File: config.mk
export PLATFORM = sky130hd
export DESIGN_NAME = ard_decode
export DESIGN_NICKNAME = d
export VERILOG_FILES = /design/src/ard_pkg.sv /design/src/ard_gen_regs.sv /design/src/ard_ahb_slave.sv /design/src/ard_decode.sv
export SDC_FILE = /design/constraint.sdc
export NUM_CORES = 1
export LEC_CHECK = 0
export BUFFER_PORTS_ARGS = -buffer_cell sky130_fd_sc_hd__buf_4
export CAP_MARGIN = 20
export CORE_ASPECT_RATIO = 1.25
export CORE_UTILIZATION = 59
export DETAILED_ROUTE_END_ITERATION = 12
export PLACE_DENSITY = 0.82
export RECOVER_POWER = 50
export SETUP_SLACK_MARGIN = 0.15
export SLEW_MARGIN = 20
export SYNTH_ARGS = -nofsm -noshare
export SYNTH_HDL_FRONTEND = slang
export SYNTH_SLANG_ARGS = --single-unit
export TNS_END_PERCENT = 100
File: constraint.sdc
create_clock -name clock -period 4.45 [get_ports clock]
set_input_delay 0.89 -clock clock [delete_from_list [all_inputs] [get_ports clock]]
set_output_delay 0.89 -clock clock [all_outputs]
set_load 0.05 [all_outputs]
File: src/ard_pkg.sv
// Package with the constants, codes and carriers of the ALU result destination decoder.
// Functional notes
// - WR set, no literal: write general register.
// - Quick code 001 loads program counter.
// - Quick codes 011, 111 load operand register.
// - Quick code 010 loads shift counter.
// - Quick code 110 loads CPU key register.
// - Memory write drives result on data bus.
// - Started cycle with mode 01XX loads address.
// - Kind 00, mode 0100: special buffer transfer.
// - Special transfer takes two micro steps.
// - Kind 00, mode 111X issues I/O request.
// - Memory destinations load only when cycle starts.
// - Quick codes 100, 111 increment program counter.
// - Counter loads happen at the end of the micro step.
package ard_pkg;

    // Quick destination codes.
    localparam logic [2:0] QD_NONE = 3'h0;
    localparam logic [2:0] QD_PC = 3'h1;
    localparam logic [2:0] QD_SHIFT = 3'h2;
    localparam logic [2:0] QD_OPER = 3'h3;
    localparam logic [2:0] QD_PC_INC = 3'h4;
    localparam logic [2:0] QD_SPARE = 3'h5;
    localparam logic [2:0] QD_KEY = 3'h6;
    localparam logic [2:0] QD_OPER_INC = 3'h7;

    localparam logic [1:0] CYCLE_NONE = 2'h0;
    localparam logic [3:0] MODE_SPECIAL = 4'h4;
    localparam logic [1:0] MODE_ADDR_HI = 2'h1;
    localparam logic [2:0] MODE_IO_HI = 3'h7;
    localparam int MODE_WRITE_BIT = 1;
    localparam int LITERAL_BIT = 1;

    // Register map, byte offsets within the slave.
    localparam logic [7:0] OFS_CTRL = 8'h00;
    localparam logic [7:0] OFS_PC = 8'h04;
    localparam logic [7:0] OFS_OPER = 8'h08;
    localparam logic [7:0] OFS_SHIFT = 8'h0c;
    localparam logic [7:0] OFS_KEY = 8'h10;
    localparam logic [7:0] OFS_MAR = 8'h14;
    localparam logic [7:0] OFS_STATUS = 8'h18;
    localparam logic [7:0] OFS_GEN_BASE = 8'h40;
    localparam int CTRL_ENABLE_BIT = 0;
    localparam logic CTRL_ENABLE_RESET = 1'h1;
    localparam logic [15:0] WORD_RESET = 16'h0000;
    localparam logic [7:0] SHIFT_RESET = 8'h00;

    typedef enum logic {
        XFER_IDLE = 1'b0,
        XFER_SECOND = 1'b1
    } ard_xfer_t;

    typedef struct packed {
        logic [1:0] bInputSource;
        logic genWrite;
        logic [3:0] regIndex;
        logic [2:0] quickDest;
        logic [1:0] cycleKind;
        logic [3:0] memoryIoMode;
        logic [1:0] ioTimingSel;
        logic [1:0] ioModeRequest;
        logic [3:0] ioTargetField;
    } ard_micro_t;

    typedef struct packed {
        logic [15:0] pc;
        logic [15:0] operand;
        logic [7:0] shiftCount;
        logic [15:0] cpuKey;
    } ard_direct_t;

    typedef struct packed {
        logic cycleReq;
        logic [15:0] addr;
        logic [15:0] data;
        logic dataDrive;
        logic bufferLoad;
        logic [15:0] bufferData;
    } ard_mem_t;

    typedef struct packed {
        logic req;
        logic [15:0] data;
        logic [1:0] ioTimingSel;
        logic [1:0] ioModeRequest;
        logic [3:0] ioTargetField;
    } ard_io_t;

endpackage

File: src/ard_gen_regs.sv
// Sixteen general registers written from the ALU result.
`timescale 1ns/1ns
module ard_gen_regs (
    input wire logic clock,
    input wire logic rstn,
    input wire logic wrEn,
    input wire logic [3:0] wrIdx,
    input wire logic [15:0] wrData,
    input wire logic [3:0] rdIdxA,
    output logic [15:0] rdDataA,
    input wire logic [3:0] rdIdxB,
    output logic [15:0] rdDataB
);
    typedef struct packed {
        logic [15:0][15:0] word;
    } ard_regs_t;

    ard_regs_t state;
    ard_regs_t next_state;

    always_comb begin
        next_state = state;
        if (wrEn) begin
            next_state.word[wrIdx] = wrData;
        end
    end

    always_ff @(posedge clock) begin
        if (!rstn) begin
            state <= '0;
        end else begin
            state <= next_state;
        end
    end

    assign rdDataA = state.word[rdIdxA];
    assign rdDataB = state.word[rdIdxB];
endmodule

File: src/ard_ahb_slave.sv
// AHB-Lite slave front end: captures the address phase and serves the data phase.
`timescale 1ns/1ns
module ard_ahb_slave (
    input wire logic clock,
    input wire logic rstn,
    input wire logic hsel,
    input wire logic [31:0] haddr,
    input wire logic [1:0] htrans,
    input wire logic hwrite,
    input wire logic [2:0] hsize,
    input wire logic [31:0] hwdata,
    input wire logic hready,
    output logic hreadyout,
    output logic [31:0] hrdata,
    output logic hresp,
    output logic wrEn,
    output logic [7:0] regAddr,
    output logic [31:0] wrData,
    input wire logic [31:0] rdData
);
    typedef struct packed {
        logic active;
        logic write;
        logic [7:0] addr;
    } ard_bus_t;

    ard_bus_t state;
    ard_bus_t next_state;

    // Only full-word transfers are decoded; narrower ones complete with no effect.
    always_comb begin
        next_state = state;
        if (hready) begin
            next_state.active = hsel && htrans[1] && (hsize == 3'h2);
            next_state.write = hwrite;
            next_state.addr = {haddr[7:2], 2'h0};
        end
    end

    always_ff @(posedge clock) begin
        if (!rstn) begin
            state <= '0;
        end else begin
            state <= next_state;
        end
    end

    assign hreadyout = 1'b1;
    assign hresp = 1'b0;
    assign wrEn = state.active && state.write;
    assign regAddr = state.addr;
    assign wrData = hwdata;
    assign hrdata = (state.active && !state.write) ? rdData : 32'h0000_0000;
endmodule

File: src/ard_decode.sv
// ALU result destination decoder: direct registers, memory and I/O hand-off.
`timescale 1ns/1ns
module ard_decode (
    input wire logic clock,
    input wire logic rstn,
    input wire ard_pkg::ard_micro_t micro,
    input wire logic [15:0] aluResult,
    input wire logic memCycleStarted,
    input wire logic memCycleDone,
    input wire logic [3:0] genReadIdx,
    output logic [15:0] genReadData,
    output ard_pkg::ard_direct_t direct,
    output ard_pkg::ard_mem_t mem,
    output ard_pkg::ard_io_t io,
    input wire logic hsel,
    input wire logic [31:0] haddr,
    input wire logic [1:0] htrans,
    input wire logic hwrite,
    input wire logic [2:0] hsize,
    input wire logic [31:0] hwdata,
    input wire logic hready,
    output logic hreadyout,
    output logic [31:0] hrdata,
    output logic hresp
);
    typedef struct packed {
        ard_pkg::ard_direct_t direct;
        logic [15:0] mar;
        logic [15:0] memData;
        logic memDataDrive;
        ard_pkg::ard_xfer_t xfer;
        logic [15:0] xferData;
        ard_pkg::ard_io_t io;
        logic enable;
    } ard_state_t;

    ard_state_t state;
    ard_state_t next_state;

    logic busWrEn;
    logic [7:0] busAddr;
    logic [31:0] busWrData;
    logic [31:0] busRdData;
    logic [15:0] genBusData;
    logic genWrEn;
    logic isMemCycle;
    logic memWriteStart;
    logic marStart;
    logic specialReq;
    logic specialStart;
    logic ioStart;

    ard_ahb_slave bus (
        .clock(clock),
        .rstn(rstn),
        .hsel(hsel),
        .haddr(haddr),
        .htrans(htrans),
        .hwrite(hwrite),
        .hsize(hsize),
        .hwdata(hwdata),
        .hready(hready),
        .hreadyout(hreadyout),
        .hrdata(hrdata),
        .hresp(hresp),
        .wrEn(busWrEn),
        .regAddr(busAddr),
        .wrData(busWrData),
        .rdData(busRdData)
    );

    // The literal and mask codes reuse the write bit, so it must not fire then.
    assign genWrEn = state.enable && micro.genWrite
        && !micro.bInputSource[ard_pkg::LITERAL_BIT];

    ard_gen_regs regs (
        .clock(clock),
        .rstn(rstn),
        .wrEn(genWrEn),
        .wrIdx(micro.regIndex),
        .wrData(aluResult),
        .rdIdxA(genReadIdx),
        .rdDataA(genReadData),
        .rdIdxB(busAddr[5:2]),
        .rdDataB(genBusData)
    );

    // Indirect memory destinations are decoded here but only act once memory control
    // reports that the cycle really began.
    assign isMemCycle = micro.cycleKind != ard_pkg::CYCLE_NONE;
    assign specialReq = !isMemCycle && micro.memoryIoMode == ard_pkg::MODE_SPECIAL;
    assign memWriteStart = isMemCycle && micro.memoryIoMode[ard_pkg::MODE_WRITE_BIT]
        && memCycleStarted;
    assign marStart = isMemCycle && micro.memoryIoMode[3:2] == ard_pkg::MODE_ADDR_HI
        && memCycleStarted;
    assign specialStart = specialReq && memCycleStarted
        && state.xfer == ard_pkg::XFER_IDLE;
    assign ioStart = !isMemCycle
        && micro.memoryIoMode[3:1] == ard_pkg::MODE_IO_HI;

    always_comb begin
        next_state = state;
        // Direct destinations all land on the edge ending this micro step.
        if (state.enable) begin
            unique case (micro.quickDest)
                ard_pkg::QD_PC: begin
                    next_state.direct.pc = aluResult;
                end
                ard_pkg::QD_SHIFT: begin
                    next_state.direct.shiftCount = aluResult[7:0];
                end
                ard_pkg::QD_OPER: begin
                    next_state.direct.operand = aluResult;
                end
                ard_pkg::QD_PC_INC: begin
                    next_state.direct.pc = state.direct.pc + 16'h0001;
                end
                ard_pkg::QD_KEY: begin
                    next_state.direct.cpuKey = aluResult;
                end
                ard_pkg::QD_OPER_INC: begin
                    next_state.direct.operand = aluResult;
                    next_state.direct.pc = state.direct.pc + 16'h0001;
                end
                ard_pkg::QD_NONE, ard_pkg::QD_SPARE: begin
                    next_state.direct = state.direct;
                end
            endcase
        end
        if (marStart) begin
            next_state.mar = aluResult;
        end
        // A new write start wins over the end of the previous cycle.
        if (memWriteStart) begin
            next_state.memData = aluResult;
            next_state.memDataDrive = 1'b1;
        end else if (memCycleDone) begin
            next_state.memDataDrive = 1'b0;
        end
        unique case (state.xfer)
            ard_pkg::XFER_IDLE: begin
                if (specialStart) begin
                    next_state.xfer = ard_pkg::XFER_SECOND;
                    next_state.xferData = aluResult;
                end
            end
            ard_pkg::XFER_SECOND: begin
                next_state.xfer = ard_pkg::XFER_IDLE;
            end
        endcase
        // The I/O control decides what to do with the fields passed along.
        next_state.io.req = ioStart;
        if (ioStart) begin
            next_state.io.data = aluResult;
            next_state.io.ioTimingSel = micro.ioTimingSel;
            next_state.io.ioModeRequest = micro.ioModeRequest;
            next_state.io.ioTargetField = micro.ioTargetField;
        end
        if (busWrEn && busAddr == ard_pkg::OFS_CTRL) begin
            next_state.enable = busWrData[ard_pkg::CTRL_ENABLE_BIT];
        end
    end

    always_ff @(posedge clock) begin
        if (!rstn) begin
            state.direct.pc <= ard_pkg::WORD_RESET;
            state.direct.operand <= ard_pkg::WORD_RESET;
            state.direct.shiftCount <= ard_pkg::SHIFT_RESET;
            state.direct.cpuKey <= ard_pkg::WORD_RESET;
            state.mar <= ard_pkg::WORD_RESET;
            state.memData <= ard_pkg::WORD_RESET;
            state.memDataDrive <= 1'b0;
            state.xfer <= ard_pkg::XFER_IDLE;
            state.xferData <= ard_pkg::WORD_RESET;
            state.io <= '0;
            state.enable <= ard_pkg::CTRL_ENABLE_RESET;
        end else begin
            state <= next_state;
        end
    end

    always_comb begin
        busRdData = 32'h0000_0000;
        if (busAddr >= ard_pkg::OFS_GEN_BASE) begin
            busRdData = {16'h0000, genBusData};
        end else begin
            unique case (busAddr)
                ard_pkg::OFS_CTRL: busRdData = {31'h0000_0000, state.enable};
                ard_pkg::OFS_PC: busRdData = {16'h0000, state.direct.pc};
                ard_pkg::OFS_OPER: busRdData = {16'h0000, state.direct.operand};
                ard_pkg::OFS_SHIFT: busRdData = {24'h00_0000, state.direct.shiftCount};
                ard_pkg::OFS_KEY: busRdData = {16'h0000, state.direct.cpuKey};
                ard_pkg::OFS_MAR: busRdData = {16'h0000, state.mar};
                ard_pkg::OFS_STATUS: busRdData = {30'h0000_0000, state.memDataDrive,
                    state.xfer};
                default: busRdData = 32'h0000_0000;
            endcase
        end
    end

    assign direct = state.direct;
    assign io = state.io;
    // The request is combinational so memory control can answer in the same step.
    assign mem.cycleReq = isMemCycle || (specialReq && state.xfer == ard_pkg::XFER_IDLE);
    assign mem.addr = state.mar;
    assign mem.data = state.memData;
    assign mem.dataDrive = state.memDataDrive;
    assign mem.bufferLoad = state.xfer == ard_pkg::XFER_SECOND;
    assign mem.bufferData = state.xferData;
endmodule

==> results of run 1 <==
==> routing by layer <==
layer	wire [um]	up-vias
li1	-	7188
met5	0	-
met2	29030	992
met4	4568	0
met1	22130	7914
met3	5610	265
==> synth_stat cells (11+ instances only) <==
library cell,instances,share of area
o22ai_1,12,0.0037
buf_2,35,0.0086
mux4_2,125,0.14
a22oi_1,17,0.0063
mux2i_1,330,0.16
clkbuf_1,129,0.024
dfxtp_1,396,0.39
nand2_1,220,0.041
buf_4,159,0.059
nand2b_1,11,0.0034
nor2_1,311,0.058
nand3_1,13,0.0032
o21ai_0,14,0.0035
a21oi_1,132,0.033
==> what timing repair did <==
item | CTS | global route
setup buffers | 0 | 6
hold buffers | 0 | 0
resized for setup | 0 | 2
endpoints found under the setup margin | 0 | 6
==> sequential cells by signal, summed over array words and instances, names as in the netlist <==
name,cells
regs.state,256
direct,56
mem,50
io,25
bus.regAddr,6
bus.state,2
state,1
==> worst min-delay path by stage <==
| stage | from | endpoint | cells past startpoint |
|---|---|---|---|
| after CTS | io[0] | io[0] | 2 |
| final | io[0] | io[0] | 2 |
| after global placement | mem[24] | mem[24] | 2 |
| after floorplan | io[0] | io[0] | 2 |
| after global routing | io[0] | io[0] | 2 |
| after detailed placement | io[0] | io[0] | 2 |
==> kinds of logic after synthesis <==
logic type | count (synthesis) | share of synthesized area
and+or+nand+nor | 636 | 0.1337
xor gates and xnor gates | 1 | 0.0004317
DFF | 396 | 0.3907
buffers and inverters | 334 | 0.09415
muxes | 457 | 0.3026
other | 2 | 0.0003701
adders and majority gates | 1 | 0.0006165
AOI/OAI and AO/OA | 252 | 0.07738
==> worst min-delay path: stages (launching register included) <==
cell	delay [ps]
dfxtp_1	310
nand2_1	50
a21oi_1	50
==> layout by cell type (no fill, tap or decap), types with 14 or more instances in the layout <==
cell type and count:
mux4_2 125, conb_1 18, a22oi_1 17, clkbuf_16 41, a21oi_1 132, dfxtp_1 393, o21ai_0 14, nor2_1 312
buf_4 190, mux2i_1 330, nand2_1 220, clkbuf_1 94
==> metrics by stage <==
stage	hold WS [ps]	instance area, um2
after CTS	455.4	22420
after global placement	444.5	21210
final	454.1	22170
after floorplan	436.7	20350
after detailed placement	446.8	21210
after global routing	471.7	22170
==> layout make-up <==
type	count	area, um2	area share
multi-input cells	1365	10540	0.4756
flip-flops and latches	396	7936	0.3580
repair buffers	287	1937	0.08736
clock buffers	59	1174	0.05294
well taps	423	529.3	0.02387
clock inverters	7	35.03	0.001580
inverters	3	15.01	0.0006772
==> where the power goes <==
part           switching, mW  total (mW)  leakage, nW  internal, mW
registers             0.0738        3.68         3.20          3.60
clock network           1.39        3.20        0.602          1.81
logic                  0.627       0.904         4.63         0.276
==> impl_metrics.ini, run 1 <==
[status]
status = finished with violations
violations = max-capacitance violations, max-slew violations

[global_routing]
grt_pass1_vias = 15890
grt_remaining_overflow = 0
track_usage = 0.3427
use_met2 = 0.5773
met3_usage = 0.06543
grt_pass1_wl_mm = 92.23
antenna_found_initial = 0
grt_max_degree = 157
grt.busiest_layer = met2
use_met1 = 0.3947

[place]
hpwlAfterDp_mm = 40.17
dp_cells = 2468
gp_congestion = 0.9422
port_buffers = 224
post-place-ws_ps = 722.1

[floorplanning]
rows = 75
start_util = 0.6023
fp.coreArea_um2 = 33690
ios = 302
die_y_um = 209.3
die_w_um = 167.9
die_area_um2 = 35140

[timing]
max_clock_freq_ghz = 0.2332
max_slew.worst_pin.slew_ps = 2571
drv_slew = 226
fin_crit_sh = 0.9637
finalClockSkew_ps = 14.98
slew_headroom = -0.7137
setup_ws_ps = 161.4
setup-tns-final_ps = 0
fin_crit_ps = 4289
setup_violations = 0
rsz0062_at_grt = false
hold_viol_final = 0

[worst_setup_path]
cpMostUsedCell = buf_4
cp-end-kind = output port
cp_cell_sequence = buf_16 -> buf_4 -> or4b_4 -> nor3_4 -> buf_4 -> a21oi_1 -> a311oi_1 -> buf_4
crit_slowest_cell = or4b_4
rr_endpoint = regs.state[230]
slowest_delay_ps = 580
cp-endpoint = hrdata[7]
critPathMaxFanout = 13
arrival_ps = 3400
cp-start-kind = flip-flop
cp.required_ps = 3560
reg2reg_from = state[0]
cp_num_buf_inv = 4
r2r_cells = 6
startpoint = bus.regAddr[3]
r2r_setup_slack_ps = 1280
crit_type = reg -> out
crit_family = buffers and inverters
cp.depth = 8

[synthesis]
ys.flop_type = dfxtp_1
netlist_area_um2 = 20290
synth_cell_type_count = 62
synthCells = 2079
synth_area_per_cell_um2 = 9.760
synth-edff-count = 0
async_flop_share = 0
seq_area_frac_synth = 0.3907
synth-seq-cells = 396
synth_warnings = 0

[final_layout]
n_fill_cell = 2584
num_antenna_cells = 0
drive_gt1_frac = 0.1941
postLayoutCoreUtil = 0.6581
final_cells = 2540
final_nets = 2213
syn_to_final_growth_pct = 9.255

[clocking]
cts_tree = built
clock_sink_count = 396
clk_pin_slew_ps = 60
cts-root-buf = clkbuf_16
clk_path_buf_depth = 3
clock_latency_ps = 540
cts_max_level = 2
cts-buffers-inserted = 39

[pwr]
irDropWorstVdd_uv = 221.5
p_leak_nw = 8.432
p_per_area_nw_per_um2 = 351.0
finalPower_mw = 7.781

[routing]
vias = 16360
dr.pass1.iters = 6
wirelength_mm = 61.33
drc = 0
wl_per_cell_um = 24.15
avgViaCountPerCell = 6.441
ant_nets = 0
drt_iter0_drc = 1943

[flow_run]
drv_cap = 5

[worst_hold_path]
hp-class = reg -> reg
Note: power is estimated with default switching activity, not from simulation.
==> run 2, diff against run 1 <==
--- a/config.mk
+++ b/config.mk
@@ -7,2 +7,3 @@
 export LEC_CHECK = 0
+export ABC_AREA = 1
 export BUFFER_PORTS_ARGS = -buffer_cell sky130_fd_sc_hd__buf_4
@@ -10,5 +11,5 @@
 export CORE_ASPECT_RATIO = 1.25
-export CORE_UTILIZATION = 59
+export CORE_UTILIZATION = 45
 export DETAILED_ROUTE_END_ITERATION = 12
-export PLACE_DENSITY = 0.82
+export PLACE_DENSITY = 0.65
 export RECOVER_POWER = 50
==> constraint.sdc (replaced) <==
create_clock -name clock -period 4.45 [get_ports clock]
set_input_delay 0.2225 -clock clock [delete_from_list [all_inputs] [get_ports clock]]
set_output_delay 0.2225 -clock clock [all_outputs]
set_load 0.05 [all_outputs]
==> impl_metrics.ini, run 2 <==
[worst_hold_path]
hp-class = in -> reg
hold_path_depth = 3

[floorplanning]
start_util = 0.4585
ios = 302
die_y_um = 242.5
rows = 87
die_w_um = 194.4
die_area_um2 = 47120
fp.coreArea_um2 = 45390

[clocking]
cts-buffers-inserted = 41
cts-root-buf = clkbuf_16
hold_buffers = 26
clock_sink_count = 396
clk_path_buf_depth = 3
post_cts_buffers = 0
cts_resized = 0
cts_tree = built
cts_max_level = 2
clk_pin_slew_ps = 70
clock_latency_ps = 550

[timing]
setup_violations = 0
fin_crit_sh = 0.8722
drv_slew = 157
finalClockSkew_ps = 16.98
max_clock_freq_ghz = 0.2577
whs_ps = 22.65
rsz0062_at_grt = false
fin_crit_ps = 3881
hold_viol_final = 0
setup-tns-final_ps = 0
max_slew.worst_pin.slew_ps = 3263
setup_ws_ps = 568.9
slew_headroom = -1.175

[place]
hpwlAfterDp_mm = 48.91
post-place-ws_ps = 1514
gp_congestion = 0.9456
port_buffers = 224

[worst_setup_path]
cp-start-kind = flip-flop
slowest_delay_ps = 560
r2r_cells = 8
cp_num_buf_inv = 4
critPathMaxFanout = 31
arrival_ps = 3660
cp.required_ps = 4230
r2r_setup_slack_ps = 750
cp-end-kind = output port
crit_type = reg -> out
crit_slowest_cell = clkbuf_1
cp_cell_sequence = clkbuf_1 -> nor2_2 -> buf_4 -> nand3_1 -> o21ai_0 -> inv_1 -> nand3_1 -> nand2_1 -> a21oi_1 -> buf_4
crit_family = buffers and inverters
cp.depth = 10

[routing]
wl_per_cell_um = 20.59
drc = 0
vias = 21100
wirelength_mm = 76.16
drt_iter0_drc = 2094
ant_nets = 0
dr.pass1.iters = 8
avgViaCountPerCell = 5.705

[synthesis]
synth_warnings = 0
ys.flop_type = dfxtp_1
async_flop_share = 0
synthCells = 3116
seq_area_frac_synth = 0.3809
synth_area_per_cell_um2 = 6.680
synth-edff-count = 0
yosys.area.top_type = dfxtp_1
synth_most_common_cell = a21oi_1
netlist_area_um2 = 20810
synth_cell_type_count = 37
synth_top_cell_area_share = 0.3809
synth-seq-cells = 396
synth.area.top_cells = dfxtp_1, a21oi_1, o21ai_0
ys_top_cells_by_count = a21oi_1, o21ai_0, nand2_1

[global_routing]
grt_remaining_overflow = 0
track_usage = 0.3117
grt_pass1_vias = 19220
antenna_found_initial = 1
grt_max_degree = 145
grt_pass1_wl_mm = 113.5

[final_layout]
final_nets = 3211
mostFrequentLayoutCells = a21oi_1, o21ai_0, nand2_1, dfxtp_1, nor2_1
largest_register_ffs = 256
final_common_cell = a21oi_1
drive_gt1_frac = 0.07305
num_antenna_cells = 0
largest-register = regs.state
syn_to_final_growth_pct = 8.867

[pwr]
p_leak_nw = 8.967
irDropWorstVdd_uv = 224.1
p_per_area_nw_per_um2 = 384.8

[flow_run]
drv_cap = 3

[status]
violations = max-capacitance violations, max-slew violations
status = finished with violations
## run 2: cell count changes after synthesis, sizes merged, moves of 16 or more
cell	delta
a21oi	+370
a22oi	-17
buf	+48
clkinv	+16
inv	+281
mux2i	-324
mux4	-125
nand2	+197
nand3	+140
nand4	+16
nor2	+61
o211ai	+58
o21ai	+464
## run 2: cell families (layout without fill, tap and decap cells)
family | Yosys count | count (layout) | synth area share
AO/OA/AOI/OAI | 1053 | 1053 | 0.2616
AND/OR/NAND/NOR | 984 | 984 | 0.1984
buffers and inverters | 674 | 663 | 0.1552
flip-flops | 396 | 396 | 0.3809
multiplexers | 6 | 6 | 0.002886
other | 2 | 18 | 0.0003608
adder cells (fa/ha/maj) | 1 | 1 | 0.0006010
## run 2: per-stage QoR
step                      cells  instance area, um2  power [mW]    util
after floorplan            3132               20870       4.772       -
after global placement     3599               21560       5.177  0.4749
after detailed placement   3599               21560       5.194  0.4749
after CTS                  3699               23210       8.779  0.5114
after global routing       3699               22660       8.999  0.4992
final                      3699               22660       8.718  0.4992
## run 2: cell type report
type	count	area, um2
Timing Repair Buffer	289	1778
Clock buffer	59	1226
Inverter	300	1126
Multi-Input combinational cell	2062	9708
Fill cell	4592	22730
Tap cell	578	723.2
Clock inverter	15	168.9
Sequential cell	396	7929
## run 2: path summary, 6_finish.rpt
kind | end | from
max | hrdata[15] | bus.regAddr[4]
min | direct[38] | aluResult[14]
max reg2reg | regs.state[74] | state[0]
min reg2reg | mem[18] | mem[18]
## run 2: report_power, final
group / internal, mW / switching, mW / total [mW]
registers: 3.63 / 0.0769 / 3.71
clock network: 2.10 / 1.50 / 3.60
logic: 0.341 / 1.07 / 1.41
## run 2: worst reg2reg max path, delay by kind of cell, from the launching register on
| family | cells | cell delay (ps) |
|---|---|---|
| buffers and inverters | 2 | 1440 |
| DFF | 1 | 410 |
| and+or+nand+nor | 6 | 1740 |
## run 2: layer usage
metal | share of wire | GRT usage
met1 | 0.39 | 0.3829
met2 | 0.45 | 0.5054
met3 | 0.084 | 0.04622
met4 | 0.069 | 0.2092
met5 | 0 | 0
